### config.mk
export PLATFORM = sky130hd
export DESIGN_NAME = col_line_ctrl
export DESIGN_NICKNAME = d
export VERILOG_FILES = /design/src/logic/col_pkg.sv /design/src/logic/col_edge_delay.sv /design/src/logic/col_pulse_gen.sv /design/src/logic/col_line_ctrl.sv
export SDC_FILE = /design/constraint.sdc
export NUM_CORES = 1
export LEC_CHECK = 0
export ABC_AREA = 1
export ABC_CLOCK_PERIOD_IN_PS = 6050
export BUFFER_PORTS_ARGS = -buffer_cell sky130_fd_sc_hd__buf_4
export CORE_UTILIZATION = 30
export CTS_BUF_LIST = sky130_fd_sc_hd__clkbuf_4 sky130_fd_sc_hd__clkbuf_8 sky130_fd_sc_hd__clkbuf_16
export CTS_CLUSTER_DIAMETER = 120
export CTS_CLUSTER_SIZE = 14
export DETAILED_ROUTE_END_ITERATION = 10
export PLACE_DENSITY = 0.48
export SLEW_MARGIN = 20
export SYNTH_ARGS = -nofsm -noshare
export SYNTH_HDL_FRONTEND = slang
export SYNTH_SLANG_ARGS = --single-unit
export TNS_END_PERCENT = 20
### constraint.sdc
create_clock -name pclk -period 6.05 [get_ports pclk]
set_input_delay 0.605 -clock pclk [delete_from_list [all_inputs] [get_ports pclk]]
set_output_delay 0.605 -clock pclk [all_outputs]
set_load 0.02 [all_outputs]
### src/logic/col_pkg.sv
// Constants and types shared by the output line control block
`default_nettype none
package col_pkg;
	localparam int unsigned CLK_PERIOD_NS = 25;
	localparam int unsigned US_NS = 1000;
	localparam int unsigned TICK_CYCLES = US_NS / CLK_PERIOD_NS;
	localparam int unsigned EXPO_LATENCY_US = 68;
	localparam int unsigned US_W = 26;
	localparam int unsigned DLY_W = 16;

	localparam logic [25:0] PULSE_MAX_US = 26'h393_8700;
	localparam logic [25:0] PULSE_MIN_PERIOD_US = 26'h000_0001;
	localparam logic [25:0] PERIOD_RST = 26'h000_03E8;
	localparam logic [25:0] WIDTH_RST = 26'h000_01F4;
	localparam logic [15:0] DELAY_RST = 16'h0000;

	localparam logic [7:0] OFS_LINE_CTRL = 8'h00;
	localparam logic [7:0] OFS_PULSE_PERIOD = 8'h04;
	localparam logic [7:0] OFS_PULSE_WIDTH = 8'h08;
	localparam logic [7:0] OFS_STROBE_DELAY = 8'h0C;
	localparam logic [7:0] OFS_EVT_CTRL = 8'h10;
	localparam logic [7:0] OFS_TS_CMD = 8'h14;
	localparam logic [7:0] OFS_TS_LO = 8'h18;
	localparam logic [7:0] OFS_TS_HI = 8'h1C;
	localparam logic [7:0] OFS_IRQ_STATUS = 8'h20;
	localparam logic [7:0] OFS_IRQ_MASK = 8'h24;
	localparam logic [7:0] OFS_LINE_STATUS = 8'h28;

	localparam int unsigned LC_INV_BIT = 0;
	localparam int unsigned LC_SRC_LSB = 1;
	localparam int unsigned LC_MAN_BIT = 4;
	localparam int unsigned EV_EN_BIT = 0;
	localparam int unsigned EV_TYPE_LSB = 4;
	localparam int unsigned TS_LATCH_BIT = 0;
	localparam int unsigned TS_RESET_BIT = 1;

	typedef enum logic [2:0] {
		SRC_OFF = 3'h0,
		SRC_EXPOSURE = 3'h1,
		SRC_READOUT = 3'h2,
		SRC_STROBE = 3'h3,
		SRC_PULSE = 3'h4,
		SRC_MANUAL = 3'h5
	} col_src_t;

	typedef enum logic [3:0] {
		EVT_EXPOSURE_END = 4'h0
	} col_evt_t;
endpackage
`default_nettype wire

### src/logic/col_edge_delay.sv
// Level delay line that shifts each edge later by a count of microsecond ticks
`default_nettype none
module col_edge_delay
	import col_pkg::*;
#(
	parameter int unsigned W = DLY_W
) (
	input wire logic clk,
	input wire logic rst_n,
	input wire logic tick,
	input wire logic din,
	input wire logic [W-1:0] delay_us,
	output logic dout
);
	// One pending rise and one pending fall: edges of the same kind closer
	// than the delay merge, which suits exposure-length pulses.
	logic din_ff, rise_pend_ff, fall_pend_ff, dout_ff;
	logic [W-1:0] rise_cnt_ff, fall_cnt_ff;
	logic rise, fall, rise_fire, fall_fire, zero_dly;

	assign rise = din & ~din_ff;
	assign fall = ~din & din_ff;
	assign zero_dly = (delay_us == '0);
	assign rise_fire = (rise & zero_dly) | (rise_pend_ff & tick & (rise_cnt_ff == W'(1)));
	assign fall_fire = (fall & zero_dly) | (fall_pend_ff & tick & (fall_cnt_ff == W'(1)));
	assign dout = dout_ff;

	always_ff @(posedge clk or negedge rst_n) begin
		if (!rst_n) begin
			din_ff <= 1'b0;
		end else begin
			din_ff <= din;
		end
	end

	always_ff @(posedge clk or negedge rst_n) begin
		if (!rst_n) begin
			rise_pend_ff <= 1'b0;
			rise_cnt_ff <= '0;
		end else if (rise) begin
			rise_pend_ff <= ~zero_dly;
			rise_cnt_ff <= delay_us;
		end else if (rise_pend_ff && tick) begin
			rise_pend_ff <= (rise_cnt_ff != W'(1));
			rise_cnt_ff <= rise_cnt_ff - W'(1);
		end
	end

	always_ff @(posedge clk or negedge rst_n) begin
		if (!rst_n) begin
			fall_pend_ff <= 1'b0;
			fall_cnt_ff <= '0;
		end else if (fall) begin
			fall_pend_ff <= ~zero_dly;
			fall_cnt_ff <= delay_us;
		end else if (fall_pend_ff && tick) begin
			fall_pend_ff <= (fall_cnt_ff != W'(1));
			fall_cnt_ff <= fall_cnt_ff - W'(1);
		end
	end

	always_ff @(posedge clk or negedge rst_n) begin
		if (!rst_n) begin
			dout_ff <= 1'b0;
		end else if (rise_fire) begin
			dout_ff <= 1'b1;
		end else if (fall_fire) begin
			dout_ff <= 1'b0;
		end
	end
endmodule
`default_nettype wire

### src/logic/col_pulse_gen.sv
// Free-running pulse generator counting in microsecond ticks
`default_nettype none
module col_pulse_gen
	import col_pkg::*;
#(
	parameter int unsigned W = US_W
) (
	input wire logic clk,
	input wire logic rst_n,
	input wire logic tick,
	input wire logic [W-1:0] period_us,
	input wire logic [W-1:0] width_us,
	output logic pulse
);
	logic [W-1:0] phase_ff;
	logic pulse_ff;

	assign pulse = pulse_ff;

	// Wrap on >= so that shrinking the period never strands the phase
	always_ff @(posedge clk or negedge rst_n) begin
		if (!rst_n) begin
			phase_ff <= '0;
		end else if (tick) begin
			phase_ff <= (phase_ff >= period_us - W'(1)) ? '0 : phase_ff + W'(1);
		end
	end

	always_ff @(posedge clk or negedge rst_n) begin
		if (!rst_n) begin
			pulse_ff <= 1'b0;
		end else begin
			pulse_ff <= (phase_ff < width_us);
		end
	end
endmodule
`default_nettype wire

### src/logic/col_line_ctrl.sv
// Programmable output line, exposure-end event and timestamp control with APB registers
`default_nettype none
// What this block does
// - Invert setting complements the selected source, except off and the unused codes
// - Source off keeps the line low
// - Exposure source follows each exposure window
// - Readout source follows frame readout window
// - Delayed source is exposure shifted by delay
// - Pulse source repeats software period and width
// - Manual source drives line from level value
// - Manual level reaches line only when selected
// - Pulse period accepted from 1 to 60000000
// - Pulse width accepted from 0 to 60000000
// - Strobe delay 0 to 65535, delayed source only
// - Exposure window rises at start, falls at end
// - Exposure window lags exposure by 68 us
// - Enabled exposure end raises event, else none
// - Exposure end is the only event type
// - Latch command copies running timestamp
// - Reset command zeroes timestamp, counting continues
module col_line_ctrl
	import col_pkg::*;
(
	input wire logic pclk,
	input wire logic presetn,
	input wire logic [7:0] paddr,
	input wire logic psel,
	input wire logic penable,
	input wire logic pwrite,
	input wire logic [31:0] pwdata,
	output logic [31:0] prdata,
	output logic pready,
	output logic pslverr,
	input wire logic exposure_raw,
	input wire logic readout_window_signal,
	output logic output_line,
	output logic exposure_window_signal,
	output logic exposure_finished_event,
	output logic irq
);
	localparam int TICK_GAP = TICK_CYCLES;
	localparam int TICK_MID = TICK_GAP - 2;
	localparam int LAT_MIN = 2675;
	localparam int LAT_MAX = 2730;

	logic [5:0] div_ff;
	logic tick_ff;
	logic output_invert_enable_ff, manual_level_value_ff;
	col_src_t output_source_select_ff;
	logic [US_W-1:0] pulse_period_us_ff, pulse_width_us_ff;
	logic [DLY_W-1:0] strobe_delay_us_ff;
	logic evt_enable_ff;
	col_evt_t event_type_choice_ff;
	logic [63:0] ts_ff, ts_hold_ff;
	logic irq_status_ff, irq_mask_ff, irq_ff, evt_ff, line_ff;
	logic raw_q_ff, expo_end;
	logic [31:0] prdata_ff;
	logic pready_ff, pslverr_ff;
	logic wr_en, rd_setup, ts_latch_cmd, ts_reset_cmd;
	logic expo_win, delayed_exposure_source, periodic_pulse_source;
	logic src_level, nxt_line;

	function automatic logic [US_W-1:0] clamp_us(input logic [31:0] v, input logic [US_W-1:0] lo);
		logic [31:0] r;
		r = v;
		if (r > {6'h00, PULSE_MAX_US}) begin
			r = {6'h00, PULSE_MAX_US};
		end
		if (r < {6'h00, lo}) begin
			r = {6'h00, lo};
		end
		return r[US_W-1:0];
	endfunction

	function automatic logic known_ofs(input logic [7:0] a);
		return a == OFS_LINE_CTRL || a == OFS_PULSE_PERIOD || a == OFS_PULSE_WIDTH
			|| a == OFS_STROBE_DELAY || a == OFS_EVT_CTRL || a == OFS_TS_CMD
			|| a == OFS_TS_LO || a == OFS_TS_HI || a == OFS_IRQ_STATUS
			|| a == OFS_IRQ_MASK || a == OFS_LINE_STATUS;
	endfunction

	assign wr_en = psel & penable & pready_ff & pwrite & known_ofs(paddr);
	assign rd_setup = psel & ~penable & ~pwrite;
	assign ts_latch_cmd = wr_en & (paddr == OFS_TS_CMD) & pwdata[TS_LATCH_BIT];
	assign ts_reset_cmd = wr_en & (paddr == OFS_TS_CMD) & pwdata[TS_RESET_BIT];
	assign expo_end = ~exposure_raw & raw_q_ff;

	assign prdata = prdata_ff;
	assign pready = pready_ff;
	assign pslverr = pslverr_ff;
	assign output_line = line_ff;
	assign exposure_window_signal = expo_win;
	assign exposure_finished_event = evt_ff;
	assign irq = irq_ff;

	// Microsecond timebase
	always_ff @(posedge pclk or negedge presetn) begin
		if (!presetn) begin
			div_ff <= '0;
			tick_ff <= 1'b0;
		end else if (div_ff == 6'(TICK_CYCLES - 1)) begin
			div_ff <= '0;
			tick_ff <= 1'b1;
		end else begin
			div_ff <= div_ff + 6'h01;
			tick_ff <= 1'b0;
		end
	end

	// APB: no wait state, as read data is registered in the setup cycle
	always_ff @(posedge pclk or negedge presetn) begin
		if (!presetn) begin
			pready_ff <= 1'b0;
			pslverr_ff <= 1'b0;
		end else begin
			pready_ff <= psel & ~penable;
			pslverr_ff <= psel & ~penable & ~known_ofs(paddr);
		end
	end

	always_ff @(posedge pclk or negedge presetn) begin
		if (!presetn) begin
			prdata_ff <= '0;
		end else if (rd_setup) begin
			unique case (paddr)
				OFS_LINE_CTRL: prdata_ff <= {27'h000_0000, manual_level_value_ff,
					output_source_select_ff, output_invert_enable_ff};
				OFS_PULSE_PERIOD: prdata_ff <= {6'h00, pulse_period_us_ff};
				OFS_PULSE_WIDTH: prdata_ff <= {6'h00, pulse_width_us_ff};
				OFS_STROBE_DELAY: prdata_ff <= {16'h0000, strobe_delay_us_ff};
				OFS_EVT_CTRL: prdata_ff <= {24'h00_0000, event_type_choice_ff, 3'h0,
					evt_enable_ff};
				OFS_TS_LO: prdata_ff <= ts_hold_ff[31:0];
				OFS_TS_HI: prdata_ff <= ts_hold_ff[63:32];
				OFS_IRQ_STATUS: prdata_ff <= {31'h0000_0000, irq_status_ff};
				OFS_IRQ_MASK: prdata_ff <= {31'h0000_0000, irq_mask_ff};
				OFS_LINE_STATUS: prdata_ff <= {27'h000_0000, periodic_pulse_source,
					delayed_exposure_source, readout_window_signal, expo_win, line_ff};
				default: prdata_ff <= '0;
			endcase
		end
	end

	// Line configuration
	always_ff @(posedge pclk or negedge presetn) begin
		if (!presetn) begin
			output_invert_enable_ff <= 1'b0;
			output_source_select_ff <= SRC_OFF;
			manual_level_value_ff <= 1'b0;
		end else if (wr_en && paddr == OFS_LINE_CTRL) begin
			output_invert_enable_ff <= pwdata[LC_INV_BIT];
			output_source_select_ff <= col_src_t'(pwdata[LC_SRC_LSB +: 3]);
			manual_level_value_ff <= pwdata[LC_MAN_BIT];
		end
	end

	// Out-of-range period and width are clamped; the strobe delay keeps its low 16 bits
	always_ff @(posedge pclk or negedge presetn) begin
		if (!presetn) begin
			pulse_period_us_ff <= PERIOD_RST;
			pulse_width_us_ff <= WIDTH_RST;
			strobe_delay_us_ff <= DELAY_RST;
		end else if (wr_en) begin
			if (paddr == OFS_PULSE_PERIOD) begin
				pulse_period_us_ff <= clamp_us(pwdata, PULSE_MIN_PERIOD_US);
			end
			if (paddr == OFS_PULSE_WIDTH) begin
				pulse_width_us_ff <= clamp_us(pwdata, '0);
			end
			if (paddr == OFS_STROBE_DELAY) begin
				strobe_delay_us_ff <= pwdata[DLY_W-1:0];
			end
		end
	end

	// Only the exposure-end type is accepted; other choices are ignored
	always_ff @(posedge pclk or negedge presetn) begin
		if (!presetn) begin
			evt_enable_ff <= 1'b0;
			event_type_choice_ff <= EVT_EXPOSURE_END;
		end else if (wr_en && paddr == OFS_EVT_CTRL
				&& pwdata[EV_TYPE_LSB +: 4] == EVT_EXPOSURE_END) begin
			event_type_choice_ff <= EVT_EXPOSURE_END;
			evt_enable_ff <= pwdata[EV_EN_BIT];
		end
	end

	// Exposure window path, sensor exposure delayed by the fixed latency
	col_edge_delay #(.W(DLY_W)) u_expo_dly (
		.clk(pclk),
		.rst_n(presetn),
		.tick(tick_ff),
		.din(exposure_raw),
		.delay_us(DLY_W'(EXPO_LATENCY_US)),
		.dout(expo_win)
	);

	col_edge_delay #(.W(DLY_W)) u_strobe_dly (
		.clk(pclk),
		.rst_n(presetn),
		.tick(tick_ff),
		.din(expo_win),
		.delay_us(strobe_delay_us_ff),
		.dout(delayed_exposure_source)
	);

	col_pulse_gen #(.W(US_W)) u_pulse (
		.clk(pclk),
		.rst_n(presetn),
		.tick(tick_ff),
		.period_us(pulse_period_us_ff),
		.width_us(pulse_width_us_ff),
		.pulse(periodic_pulse_source)
	);

	always_comb begin
		unique case (output_source_select_ff)
			SRC_OFF: src_level = 1'b0;
			SRC_EXPOSURE: src_level = expo_win;
			SRC_READOUT: src_level = readout_window_signal;
			SRC_STROBE: src_level = delayed_exposure_source;
			SRC_PULSE: src_level = periodic_pulse_source;
			SRC_MANUAL: src_level = manual_level_value_ff;
			default: src_level = 1'b0;
		endcase
		// Off and the unused codes stay inactive even when inverted
		if (output_source_select_ff == SRC_OFF || output_source_select_ff > SRC_MANUAL) begin
			nxt_line = 1'b0;
		end else begin
			nxt_line = src_level ^ output_invert_enable_ff;
		end
	end

	always_ff @(posedge pclk or negedge presetn) begin
		if (!presetn) begin
			line_ff <= 1'b0;
		end else begin
			line_ff <= nxt_line;
		end
	end

	// Exposure end event and interrupt
	always_ff @(posedge pclk or negedge presetn) begin
		if (!presetn) begin
			raw_q_ff <= 1'b0;
			evt_ff <= 1'b0;
		end else begin
			raw_q_ff <= exposure_raw;
			evt_ff <= expo_end & evt_enable_ff;
		end
	end

	// A new event wins over a clear in the same cycle
	always_ff @(posedge pclk or negedge presetn) begin
		if (!presetn) begin
			irq_status_ff <= 1'b0;
			irq_mask_ff <= 1'b0;
			irq_ff <= 1'b0;
		end else begin
			if (evt_ff) begin
				irq_status_ff <= 1'b1;
			end else if (wr_en && paddr == OFS_IRQ_STATUS && pwdata[0]) begin
				irq_status_ff <= 1'b0;
			end
			if (wr_en && paddr == OFS_IRQ_MASK) begin
				irq_mask_ff <= pwdata[0];
			end
			irq_ff <= irq_status_ff & irq_mask_ff;
		end
	end

	// Running timestamp in microseconds
	always_ff @(posedge pclk or negedge presetn) begin
		if (!presetn) begin
			ts_ff <= '0;
		end else if (ts_reset_cmd) begin
			ts_ff <= '0;
		end else if (tick_ff) begin
			ts_ff <= ts_ff + 64'h0000_0000_0000_0001;
		end
	end

	always_ff @(posedge pclk or negedge presetn) begin
		if (!presetn) begin
			ts_hold_ff <= '0;
		end else if (ts_latch_cmd) begin
			ts_hold_ff <= ts_ff;
		end
	end

	// Latency watch: cycles from exposure start until the window rises
	logic [11:0] lat_cnt_ff;
	logic win_q_ff;

	always_ff @(posedge pclk or negedge presetn) begin
		if (!presetn) begin
			win_q_ff <= 1'b0;
			lat_cnt_ff <= '0;
		end else begin
			win_q_ff <= expo_win;
			if (exposure_raw && !raw_q_ff) begin
				lat_cnt_ff <= 12'h001;
			end else if (expo_win && !win_q_ff) begin
				lat_cnt_ff <= 12'h000;
			end else if (lat_cnt_ff != 12'h000 && lat_cnt_ff != 12'hFFF) begin
				lat_cnt_ff <= lat_cnt_ff + 12'h001;
			end
		end
	end
endmodule
`default_nettype wire

### Yosys cells after proc, flatten, opt, wreduce, memory -nomap -nowiden

Cells that the tools add are included.

* add/subtract/negate cells: 8
* order comparisons: 6
* equal/unequal tests: 24
* mux-type cells: 37
* bitwise operators: 37
* reductions and logical operators: 36

Operators by type and width (number)
* 32-bit case mux with 10 select lines: 1
* 32-bit 2-to-1 mux: 5
* 16-bit 2-to-1 mux: 8
* 64-bit 2-to-1 mux: 2
* 26-bit 2-to-1 mux: 3
* 64-bit by 1-bit adder with 64-bit output, second input constant: 1
* 16-bit by 1-bit == test with 1-bit output, second input constant: 4
* 32-bit by 1-bit < comparator with 1-bit output, second input constant: 2
* 16-bit by 1-bit != test with 1-bit output, second input constant: 4
* 16-bit by 1-bit subtractor with 16-bit output, second input constant: 4
* 8-bit by 5-bit == test with 1-bit output, second input constant: 4
* 32-bit by 26-bit greater-than comparator with 1-bit output, second input constant: 1
* 26-bit by 1-bit adder with 26-bit output, second input constant: 1
* 1-bit AND: 26
* 26-bit greater-or-equal comparator: 1
* 26-bit < comparator: 1
* 26-bit by 1-bit subtractor with 26-bit output, second input constant: 1
* 8-bit by 6-bit == test with 1-bit output, second input constant: 3
* 8-bit by 4-bit == test with 1-bit output, second input constant: 2
* 16-bit zero test: 1
* 1-bit 2-to-1 mux: 16
* 2-bit nonzero test: 8
* 1-bit logical OR: 11
* 1-bit logical AND: 10
* other kinds (16): 28

* flip-flop bits (word level): 347
* logic and storage cells: 181

### Depth between registers and ports, before layout

Gate-level depths: netlist (run 1).

* depth in word-level cells: 16
* gate-level depth with buffers: 22
* gate-level depth less buffers: 21

### Cells and area by module

Synthesis (run 1) repeated with hierarchy kept, for this count alone.

* cell total of the unflattened synthesis: 2852
* area, all modules: 21215.3 um2

Modules (own cells, without submodules)
* col_line_ctrl: times used 1, cells each 1576, area an instance 12494.5 um2, seq. area each 6246.0 um2
* col_edge_delay: times used 2, cells each 391, area an instance 2607.5 um2, seq. area each 900.9 um2
* col_pulse_gen: times used 1, cells each 494, area an instance 3505.9 um2, seq. area each 675.6 um2

### Worst setup path before layout (run 1)

OpenSTA, ideal clock, no wires.

* path kind: register -> register
* start: reg pulse_period_us_ff[0]
* end: reg u_pulse.phase_ff[10]
* setup time: 0.133 ns
* arrival: 2.896 ns
* setup slack: 3.021 ns
* cell stages (with the launch flop): 19
* period minus slack after synthesis: 3.029 ns
* cell sequence: dfrtp_1 -> inv_1 -> ha_1 -> nand2_2 -> nor2_4 -> nand2_4 -> nor2_4 -> nand3_2 -> or2_4 -> or2_1 -> o21ai_1 -> inv_1 -> ha_1 -> nand2_1 -> nor4_1 -> nand4_1 -> nand3_1 -> buf_2 -> a21oi_1

* word-level cells in the longest chain between the ends: 3

RTL lines
* from (decl): line col_line_ctrl.sv:50 `logic [US_W-1:0] pulse_period_us_ff, pulse_width_us_ff;`
* from (signal assigned): line col_line_ctrl.sv:165 `pulse_period_us_ff <= clamp_us(pwdata, PULSE_MIN_PERIOD_US);`
* 26-bit by 1-bit subtractor with 26-bit output: line col_pulse_gen.sv:25 `phase_ff <= (phase_ff >= period_us - W'(1)) ? '0 : phase_ff + W'(1);`
* 26-bit greater-or-equal comparator: line col_pulse_gen.sv:25
* 26-bit 2-to-1 mux: line col_pulse_gen.sv:25
* to (signal assigned): line col_pulse_gen.sv:25
* to (decl): line col_pulse_gen.sv:15 `logic [W-1:0] phase_ff;`

Every way passes these cells.
A chain may end at the register's enable or synchronous reset.

### Worst setup path in the final report (run 1)

* start: reg pulse_period_us_ff[0]
* end: reg u_pulse.phase_ff[18]

Same word-level chain as after synthesis.

==> results.cfg, run 1 <==
[yosys]
synth-seq-cells = 347
yosysWarningCount = 0
ys.flop_type = dfrtp_1
yosys.area.top_type = dfrtp_1
synth_edf_count = 0
ys_seq_area_share_pct = 44.0
synth_nets = 2679
synth_area_leaders = dfrtp_1 42%, nand2_1 13%, inv_1 5.8%
synth_top_area_share_pct = 42.4
netlist_area_sq_mm = 0.0198
ys_types = 56
async_flop_share_pct = 100
synth_area_per_cell_sq_um = 7.71
postSynthCellCount = 2568

[timing]
fin_worst_skew_ps = 38.8
final-hold-violation-count = 0
fin_hold_ws_ps = 49.3
slew_headroom_pct = 27.0
setup_ws_ps = 2070
worst_pin_slew_ps = 1090
max_freq_mhz = 251
fin_crit_sh_pct = 65.8
slew_violations = 0
setup_tns_ps = 0
setup_viol = 0
fin_crit_ps = 3980
rsz0062_at_grt = no

[setup_path]
slowest_delay_ps = 710
cp-end-kind = flop
cp.arrival_ps = 4490
reg2reg_depth = 19
cp_slowest_cell = nand3_1
worstPathMaxFanout = 26
startpoint_type = flop
r2r_setup_slack_ps = 2070
path_class = flop to flop
reg2reg_from = pulse_period_us_ff[0]
worstPathRequired_ps = 6550
cp_cell_sequence = inv_1 -> ha_1 -> nand2_2 -> nor2_4 -> nand2_4 -> nor2_4 -> nand3_2 -> or2_4 -> or2_1 -> o21ai_1 -> inv_1 -> ha_1 -> nand2_1 -> o21ai_0 -> nand2_1 -> o211ai_1 -> a21oi_1 -> nand3_1 -> a21boi_0
regToRegEndpoint = u_pulse.phase_ff[18]

[run]
cap_viol_max_count = 0

[floorplan]
die_w_um = 259
rows = 93
initial_core_util_pct = 30.5
dieHeight_um = 259
num_io_pins = 85
dieArea_sq_mm = 0.0670
fp.coreArea_sq_mm = 0.0648

[placement]
io_buffers = 84
pre_cts_slack_ps = 2050
placedCellCount = 3446
gp_congestion = 0.909
dp_hpwl_um = 51700

[power]
power.leakage_uw = 0.0104
powerDensity_mw_per_mm2 = 198
peakVddDrop_mv = 0.206

[cells_and_area]
antenna_cells = 0
final-seq-area_sq_mm = 0.00870
area_delta_synth_final_pct = 11.7
layout_commonest_cell = nand2_1
nFillCells = 6833
final_cell_mix = 664 x nand2_1, 334 x dfrtp_1, 308 x inv_1
multi_input_area_sq_mm = 0.00954
nNetsFinal = 2732
post_layout_nonfiller_instances = 3489
layout-drive-gt1-share_pct = 8.81

[detailed_routing]
drt_iter0_markers = 1534
drt-total-wl_um = 68600
via_count = 17600
dr.pass1.iters = 5
postRouteAntennaNets = 0
drc_errors = 0
wl_per_cell_um = 19.7
post_drt_via_cell_ratio = 5.03

[global_route]
grt_pass1_vias = 17000
grt-ovfl-total = 0
grt_max_degree = 129
antenna_found_initial = 1
track_usage_pct = 20.5
grt_pass1_wl_um = 106000

[cts]
cts_made_buffers = 28
insertion_delay_ps = 610
clock_path_buffers = 3
ctsResizeCount = 0
clk_pin_slew_worst_paths_ps = 80
root_buffer = clkbuf_16
hold_buffers = 0
cts_tree = yes
cts_setup_buffers = 0
clock-sinks = 347
htreeDepth = 1

[outcome]
status = complete, no violations

[worst_hold_path]
hp-class = input pin to asynchronous set/reset pin
-- synthesized netlist by cell type (8+ instances only) --
| library cell | number |
|---|---|
| dfstp_2 | 12 |
| inv_1 | 308 |
| clkbuf_1 | 35 |
| buf_1 | 10 |
| nand2_1 | 665 |
| o211ai_1 | 16 |
| nor3_1 | 74 |
| ha_1 | 64 |
| nand3b_1 | 9 |
| nor3_2 | 9 |
| inv_2 | 13 |
| nand4_1 | 42 |
| o21ai_2 | 15 |
| xor2_1 | 79 |
| nor4_1 | 15 |
| o21ai_0 | 196 |
| o22ai_1 | 19 |
| xnor2_1 | 18 |
| a21oi_1 | 111 |
| o21ai_1 | 31 |
| dfrtp_1 | 335 |
| o221ai_1 | 25 |
| nor2_2 | 8 |
| nand3_1 | 131 |
| nor2_1 | 223 |
| buf_2 | 17 |
-- worst max-delay path by stage --
stage	start	slack [ps]	endpoint	cells past startpoint
final	pulse_period_us_ff[0]	2070	u_pulse.phase_ff[18]	19
after floorplan	pulse_period_us_ff[0]	3020	u_pulse.phase_ff[10]	18
after global placement	pulse_period_us_ff[0]	2140	u_pulse.phase_ff[0]	19
after global routing	pulse_period_us_ff[0]	1610	u_pulse.phase_ff[0]	21
after CTS	pulse_period_us_ff[0]	2040	u_pulse.phase_ff[18]	19
after detailed placement	pulse_period_us_ff[0]	2050	u_pulse.phase_ff[20]	19
-- cell families after synthesis --
logic type / share of synthesized area, %
AND/OR/NAND/NOR: 26.4
AO/OA/AOI/OAI: 13.0
buffers and inverters: 7.88
flip-flops: 44.0
XOR/XNOR: 4.29
adder cells (fa/ha/maj): 4.05
multiplexers: 0.449
-- report_power, final --
part / switching, uW / total (uW) / internal [uW]
clock network: 912 / 1840 / 931
registers: 18.4 / 2360 / 2340
logic: 133 / 187 / 54.0
total: 1060 / 4390 / 3320
-- stage by stage --
stage | total power, uW | area [sq um] | utilization [%]
after detailed placement | 2590 | 21300 | 32.8
after global routing | 4560 | 22100 | 34.1
final | 4390 | 22100 | 34.1
after CTS | 4460 | 22100 | 34.1
after floorplan | 2470 | 19800 | -
after global placement | 2590 | 21300 | 32.8
-- metal layers --
layer  GRT usage [%]  wire length [um]  vias up
met1            29.9             32800     8499
met3            2.43              3720       76
met4            4.37              1530        0
li1                -                 -     8510
met5               0                 0        -
met2            32.3             30600      468
-- cell type report --
type	count	area share [%]
inverter	323	5.49
clock inverter	1	0.0226
sequential	347	39.4
timing repair buffer	95	3.37
clock buffer	42	3.73
tap	855	4.84
multi-input combinational	1826	43.2
-- sequential cells by signal (all words and copies together), names as in the netlist, 3 cells and up --
signal                    count
output_source_select_ff       3
pulse_period_us_ff           26
u_expo_dly.rise_cnt_ff       16
pulse_width_us_ff            26
strobe_delay_us_ff           16
prdata                       32
u_expo_dly.fall_cnt_ff       16
u_strobe_dly.rise_cnt_ff     16
ts_hold_ff                   64
ts_ff                        64
u_pulse.phase_ff             26
div_ff                        6
u_strobe_dly.fall_cnt_ff     16
-- critical path: cells and delay by family, from the launching register on --
family,cells,cell delay [ps]
adders and majority gates,2,500
and+or+nand+nor,10,1920
buffers and inverters,2,170
DFF,1,400
AOI/OAI and AO/OA,5,890
Note: power is estimated with default switching activity, not from simulation.
==> run 2, diff against run 1 <==
- ABC_CLOCK_PERIOD_IN_PS: 6050 -> 3700
- clock period: 6.05 -> 3.7 ns (I/O delays scaled with it)
==> results.cfg, run 2 (synthesis gave the netlist of run 1 again) <==
[power]
peakVddDrop_mv = 0.300
power.leakage_uw = 0.0106
powerDensity_mw_per_mm2 = 326

[detailed_routing]
drt-total-wl_um = 68800
post_drt_via_cell_ratio = 5.03
drt_iter0_markers = 1371
dr.pass1.iters = 6
via_count = 17700
wl_per_cell_um = 19.6
postRouteAntennaNets = 0
drc_errors = 0

[placement]
dp_hpwl_um = 52900
io_buffers = 84
placedCellCount = 3466
gp_congestion = 0.937

[setup_path]
worstPathMaxFanout = 26
slowest_delay_ps = 400
cp-end-kind = flop
startpoint = pulse_period_us_ff[0]
path_class = flop to flop
cp.buffers_inverters = 5
cp.arrival_ps = 3840
worstPathRequired_ps = 4200
cp_slowest_cell = dfrtp_1
cp_cell_sequence = inv_1 -> ha_1 -> nand2_2 -> nor2_4 -> nand2_4 -> nor2_4 -> nand3_2 -> or2_4 -> nor2_1 -> xor2_1 -> inv_1 -> ha_1 -> nand2_1 -> inv_1 -> nand2_1 -> inv_1 -> nand2_1 -> o211ai_1 -> a21oi_1 -> nand3_1 -> buf_12 -> a21boi_0
startpoint_type = flop
cpMostUsedCell = inv_1
reg2reg_from = pulse_period_us_ff[0]
cp_top_family = simple AND/OR/NAND/NOR gates

[cts]
clock_path_buffers = 3
htreeDepth = 1
root_buffer = clkbuf_16
cts_made_buffers = 28
clk_pin_slew_worst_paths_ps = 80
clock-sinks = 347
insertion_delay_ps = 600
cts_tree = yes

[global_route]
grt_pass1_vias = 17500
grt-ovfl-total = 0
grt_pass1_wl_um = 106000
track_usage_pct = 20.5
antenna_found_initial = 0
grt_max_degree = 85

[floorplan]
dieArea_sq_mm = 0.0670
dieHeight_um = 259
rows = 93
num_io_pins = 85
initial_core_util_pct = 30.5
fp.coreArea_sq_mm = 0.0648
die_w_um = 259

[timing]
fin_worst_skew_ps = 26.7
fin_crit_sh_pct = 90.2
final-hold-violation-count = 0
max_freq_mhz = 300
slew_violations = 0
setup_tns_ps = 0
fin_crit_ps = 3340
worst_pin_slew_ps = 775
slew_headroom_pct = 48.0
setup_viol = 0
rsz0062_at_grt = no

[cells_and_area]
area_delta_synth_final_pct = 13.1
layout_commonest_cell = nand2_1
layout-drive-gt1-share_pct = 9.79
antenna_cells = 0
utilization_pct = 34.5
nFillCells = 6840
final_cell_mix = 664 x nand2_1, 334 x dfrtp_1, 308 x inv_1
post_layout_nonfiller_instances = 3521
nNetsFinal = 2755

[outcome]
status = complete, no violations

[worst_hold_path]
min-delay-start = pwdata[6]
hp-class = input pin to flop

[run]
cap_viol_max_count = 0
[run 2: layer usage]
layer	vias up	share of wire [%]	global-route usage [%]
met2	447	45	33.5
li1	8565	-	-
met1	8627	47	28.6
met4	0	2.2	4.90
met3	82	5.4	2.84
met5	-	0	0
[run 2: power breakdown]
group          leakage, uW  total, uW  internal [uW]  switching [uW]
registers          0.00453       3850           3820            29.0
logic              0.00561        317           95.8             222
clock network     0.000462       3120           1630            1490
total               0.0106       7290           5550            1740
[run 2: repair_timing]
item	in CTS	in global routing
hold endpoints to repair	80	0
buffers inserted	0	0
hold buffers	3	0
gates resized for setup	0	0
[run 2: cell type report]
| class | instances | area, sq um | share of cell area, % |
|---|---|---|---|
| sequential | 347 | 8700 | 38.9 |
| clock buffer | 51 | 891 | 3.98 |
| clock inverter | 1 | 5.00 | 0.0224 |
| timing repair buffer | 118 | 951 | 4.25 |
| multi-input combinational | 1826 | 9540 | 42.7 |
| inverter | 323 | 1210 | 5.42 |
| tap | 855 | 1070 | 4.78 |
[run 2: final timing paths]
kind / cells after the start / end / slack, ps
worst max-delay path: 22 / u_pulse.phase_ff[6] / 360
worst min-delay path: 3 / pulse_width_us_ff[6] / 80
worst max register to register: 22 / u_pulse.phase_ff[6] / 360
worst min register to register: 1 / div_ff[0] / 460
max in group asynchronous: 3 / u_expo_dly.rise_cnt_ff[12] / 2380
min in group asynchronous: 2 / prdata[2] / 380
[run 2: through the flow]
step	power [uW]	hold slack [ps]	area, sq um	setup WS, ps
3_3_place_gp	4240	420	21400	414
6_report	7290	79.5	22400	363
2_1_floorplan	4040	74.4	19800	671
4_1_cts	7410	50.6	22400	365
3_5_place_dp	4250	425	21400	387
5_1_grt	7570	70.1	22400	41.5
[run 2: worst reg2reg max path, delay by kind of cell, from the launching register on]
family | cells | cell delay (ps)
AOI/OAI and AO/OA | 3 | 400
DFF | 1 | 400
and+or+nand+nor | 11 | 1340
buffers and inverters | 5 | 440
adders and majority gates | 2 | 490
xor gates and xnor gates | 1 | 170
==> run 3, diff against run 2 <==
- BUFFER_PORTS_ARGS: -buffer_cell sky130_fd_sc_hd__buf_4 -> -buffer_cell sky130_fd_sc_hd__buf_2
- CORE_UTILIZATION: 30 -> 45
- PLACE_DENSITY: 0.48 -> 0.64
==> results.cfg, run 3 (synthesis gave the netlist of run 1 again) <==
[outcome]
status = complete, no violations

[setup_path]
cp.arrival_ps = 3820
worstPathRequired_ps = 4190
reg2reg_depth = 20
regToRegEndpoint = u_pulse.phase_ff[0]
r2r_setup_slack_ps = 380
reg2reg_from = pulse_period_us_ff[0]
worstPathMaxFanout = 26
cp-end-kind = flop
startpoint = pulse_period_us_ff[0]
path_class = flop to flop
worstSetupEndpoint = u_pulse.phase_ff[0]
startpoint_type = flop

[cells_and_area]
stdcell_area_sq_mm = 0.0218
layout_commonest_cell = nand2_1
nFillCells = 4207
area_delta_synth_final_pct = 10.1
final_cell_mix = 665 x nand2_1, 334 x dfrtp_1, 307 x inv_1
nNetsFinal = 2749
layout-drive-gt1-share_pct = 9.55

[cts]
insertion_delay_ps = 580
cts_setup_buffers = 0
cts_made_buffers = 28
clock_path_buffers = 3
cts_tree = yes
root_buffer = clkbuf_16
clk_pin_slew_worst_paths_ps = 70
htreeDepth = 1
ctsResizeCount = 0
clock-sinks = 347

[global_route]
antenna_found_initial = 3
grt-ovfl-total = 0
grt_pass1_wl_um = 95400
track_usage_pct = 27.7
grt_max_degree = 108
grt_pass1_vias = 16600

[detailed_routing]
via_count = 17800
drt_iter0_markers = 1865
post_drt_via_cell_ratio = 5.49
wl_per_cell_um = 19.0
dr.pass1.iters = 6
postRouteAntennaNets = 0
drt-total-wl_um = 61800
drc_errors = 0

[power]
peakVddDrop_mv = 0.394
combPwrFrac_pct = 4.1
p_sw_share_pct = 23.4
finalPower_uw = 7220
powerDensity_mw_per_mm2 = 331
power.leakage_uw = 0.0105
internal_power_uw = 5530
seqPwrFrac_pct = 53.4
p_clk_share_pct = 42.6
switching_power_uw = 1690

[floorplan]
num_io_pins = 85
fp.coreArea_sq_mm = 0.0433
dieHeight_um = 212
rows = 76
die_w_um = 212
initial_core_util_pct = 45.7
dieArea_sq_mm = 0.0448

[placement]
gp_congestion = 0.975
dp_hpwl_um = 46700
io_buffers = 84
pre_cts_slack_ps = 425
place_area_sq_mm = 0.0209

[timing]
slew_violations = 0
fin_crit_sh_pct = 89.9
setup_ws_ps = 375
setup_tns_ps = 0
max_freq_mhz = 301
fin_worst_skew_ps = 21.3
rsz0062_at_grt = no
fin_crit_ps = 3320
slew_headroom_pct = 29.9
final-hold-violation-count = 0
worst_pin_slew_ps = 1050
setup_viol = 0

[run]
cap_viol_max_count = 0

[worst_hold_path]
hp-class = input pin to flop
-- run 3: how the worst min path moves through the flow --
stage / end / depth (start not counted) / slack [ps] / start
floorplan: div_ff[0] / 0 / 70 / presetn
global placement: u_strobe_dly.din_ff / 0 / 430 / u_expo_dly.dout
detailed placement: u_strobe_dly.din_ff / 0 / 440 / u_expo_dly.dout
CTS: pslverr / 3 / 60 / psel
global route: pslverr / 3 / 90 / psel
finish: pslverr / 3 / 80 / psel
-- run 3: final cells by class --
type                            count  area (sq um)  area share [%]
Clock inverter                      1          5.00          0.0230
Tap cell                          585           732            3.36
Clock buffer                       51           891            4.09
Inverter                          323          1210            5.56
Multi-Input combinational cell   1826          9540            43.8
Sequential cell                   347          8700            39.9
Timing Repair Buffer              112           711            3.26
Antenna cell                        1          2.50          0.0115
-- run 3: power by group through the flow --
stage / registers (uW) / logic [uW] / clock network, uW
detailed placement: 3920 / 295 / 0
floorplan: 3920 / 120 / 0
global placement: 3920 / 290 / 0
CTS: 3850 / 299 / 3140
global route: 3860 / 334 / 3260
finish: 3850 / 292 / 3070
-- run 3: timing repair --
action | 4_1_cts | 5_1_grt
hold endpoints to repair | 102 | 0
setup endpoints to repair | 0 | 0
hold buffers | 3 | 0
-- run 3: critical path, cell delays in order, from the launching register on --
cell      delay [ps]
dfrtp_1          410
inv_1            110
ha_1             240
nand2_2           90
nor2_4           180
nand2_4           90
nor2_4           110
nand3_2           90
or2_4            250
or2_1            220
o21ai_1          120
inv_1             60
ha_1             260
nand2_1          120
o21ai_0          110
nand2_1           70
o211ai_1          80
a21oi_1          130
nand3_1          130
buf_12           190
o21ai_0          170
-- run 3: routing by layer --
metal / part of all wire [%] / GRT usage [%] / wire, um / vias to the layer above
met4: 2.5 / 7.72 / 1550 / 4
li1: - / - / - / 8559
met3: 6.6 / 3.71 / 4070 / 97
met5: 0.044 / 0 / 27 / -
met2: 46 / 44.6 / 28300 / 586
met1: 45 / 39.1 / 27900 / 8572
-- run 3: metrics by stage --
stage,utilization (%),hold slack [ps],instances
after floorplan,-,74.4,2568
after global placement,48.2,434,3190
after detailed placement,48.2,441,3190
after CTS,50.4,58.2,3245
after global routing,50.4,86.9,3245
final,50.4,81.4,3246
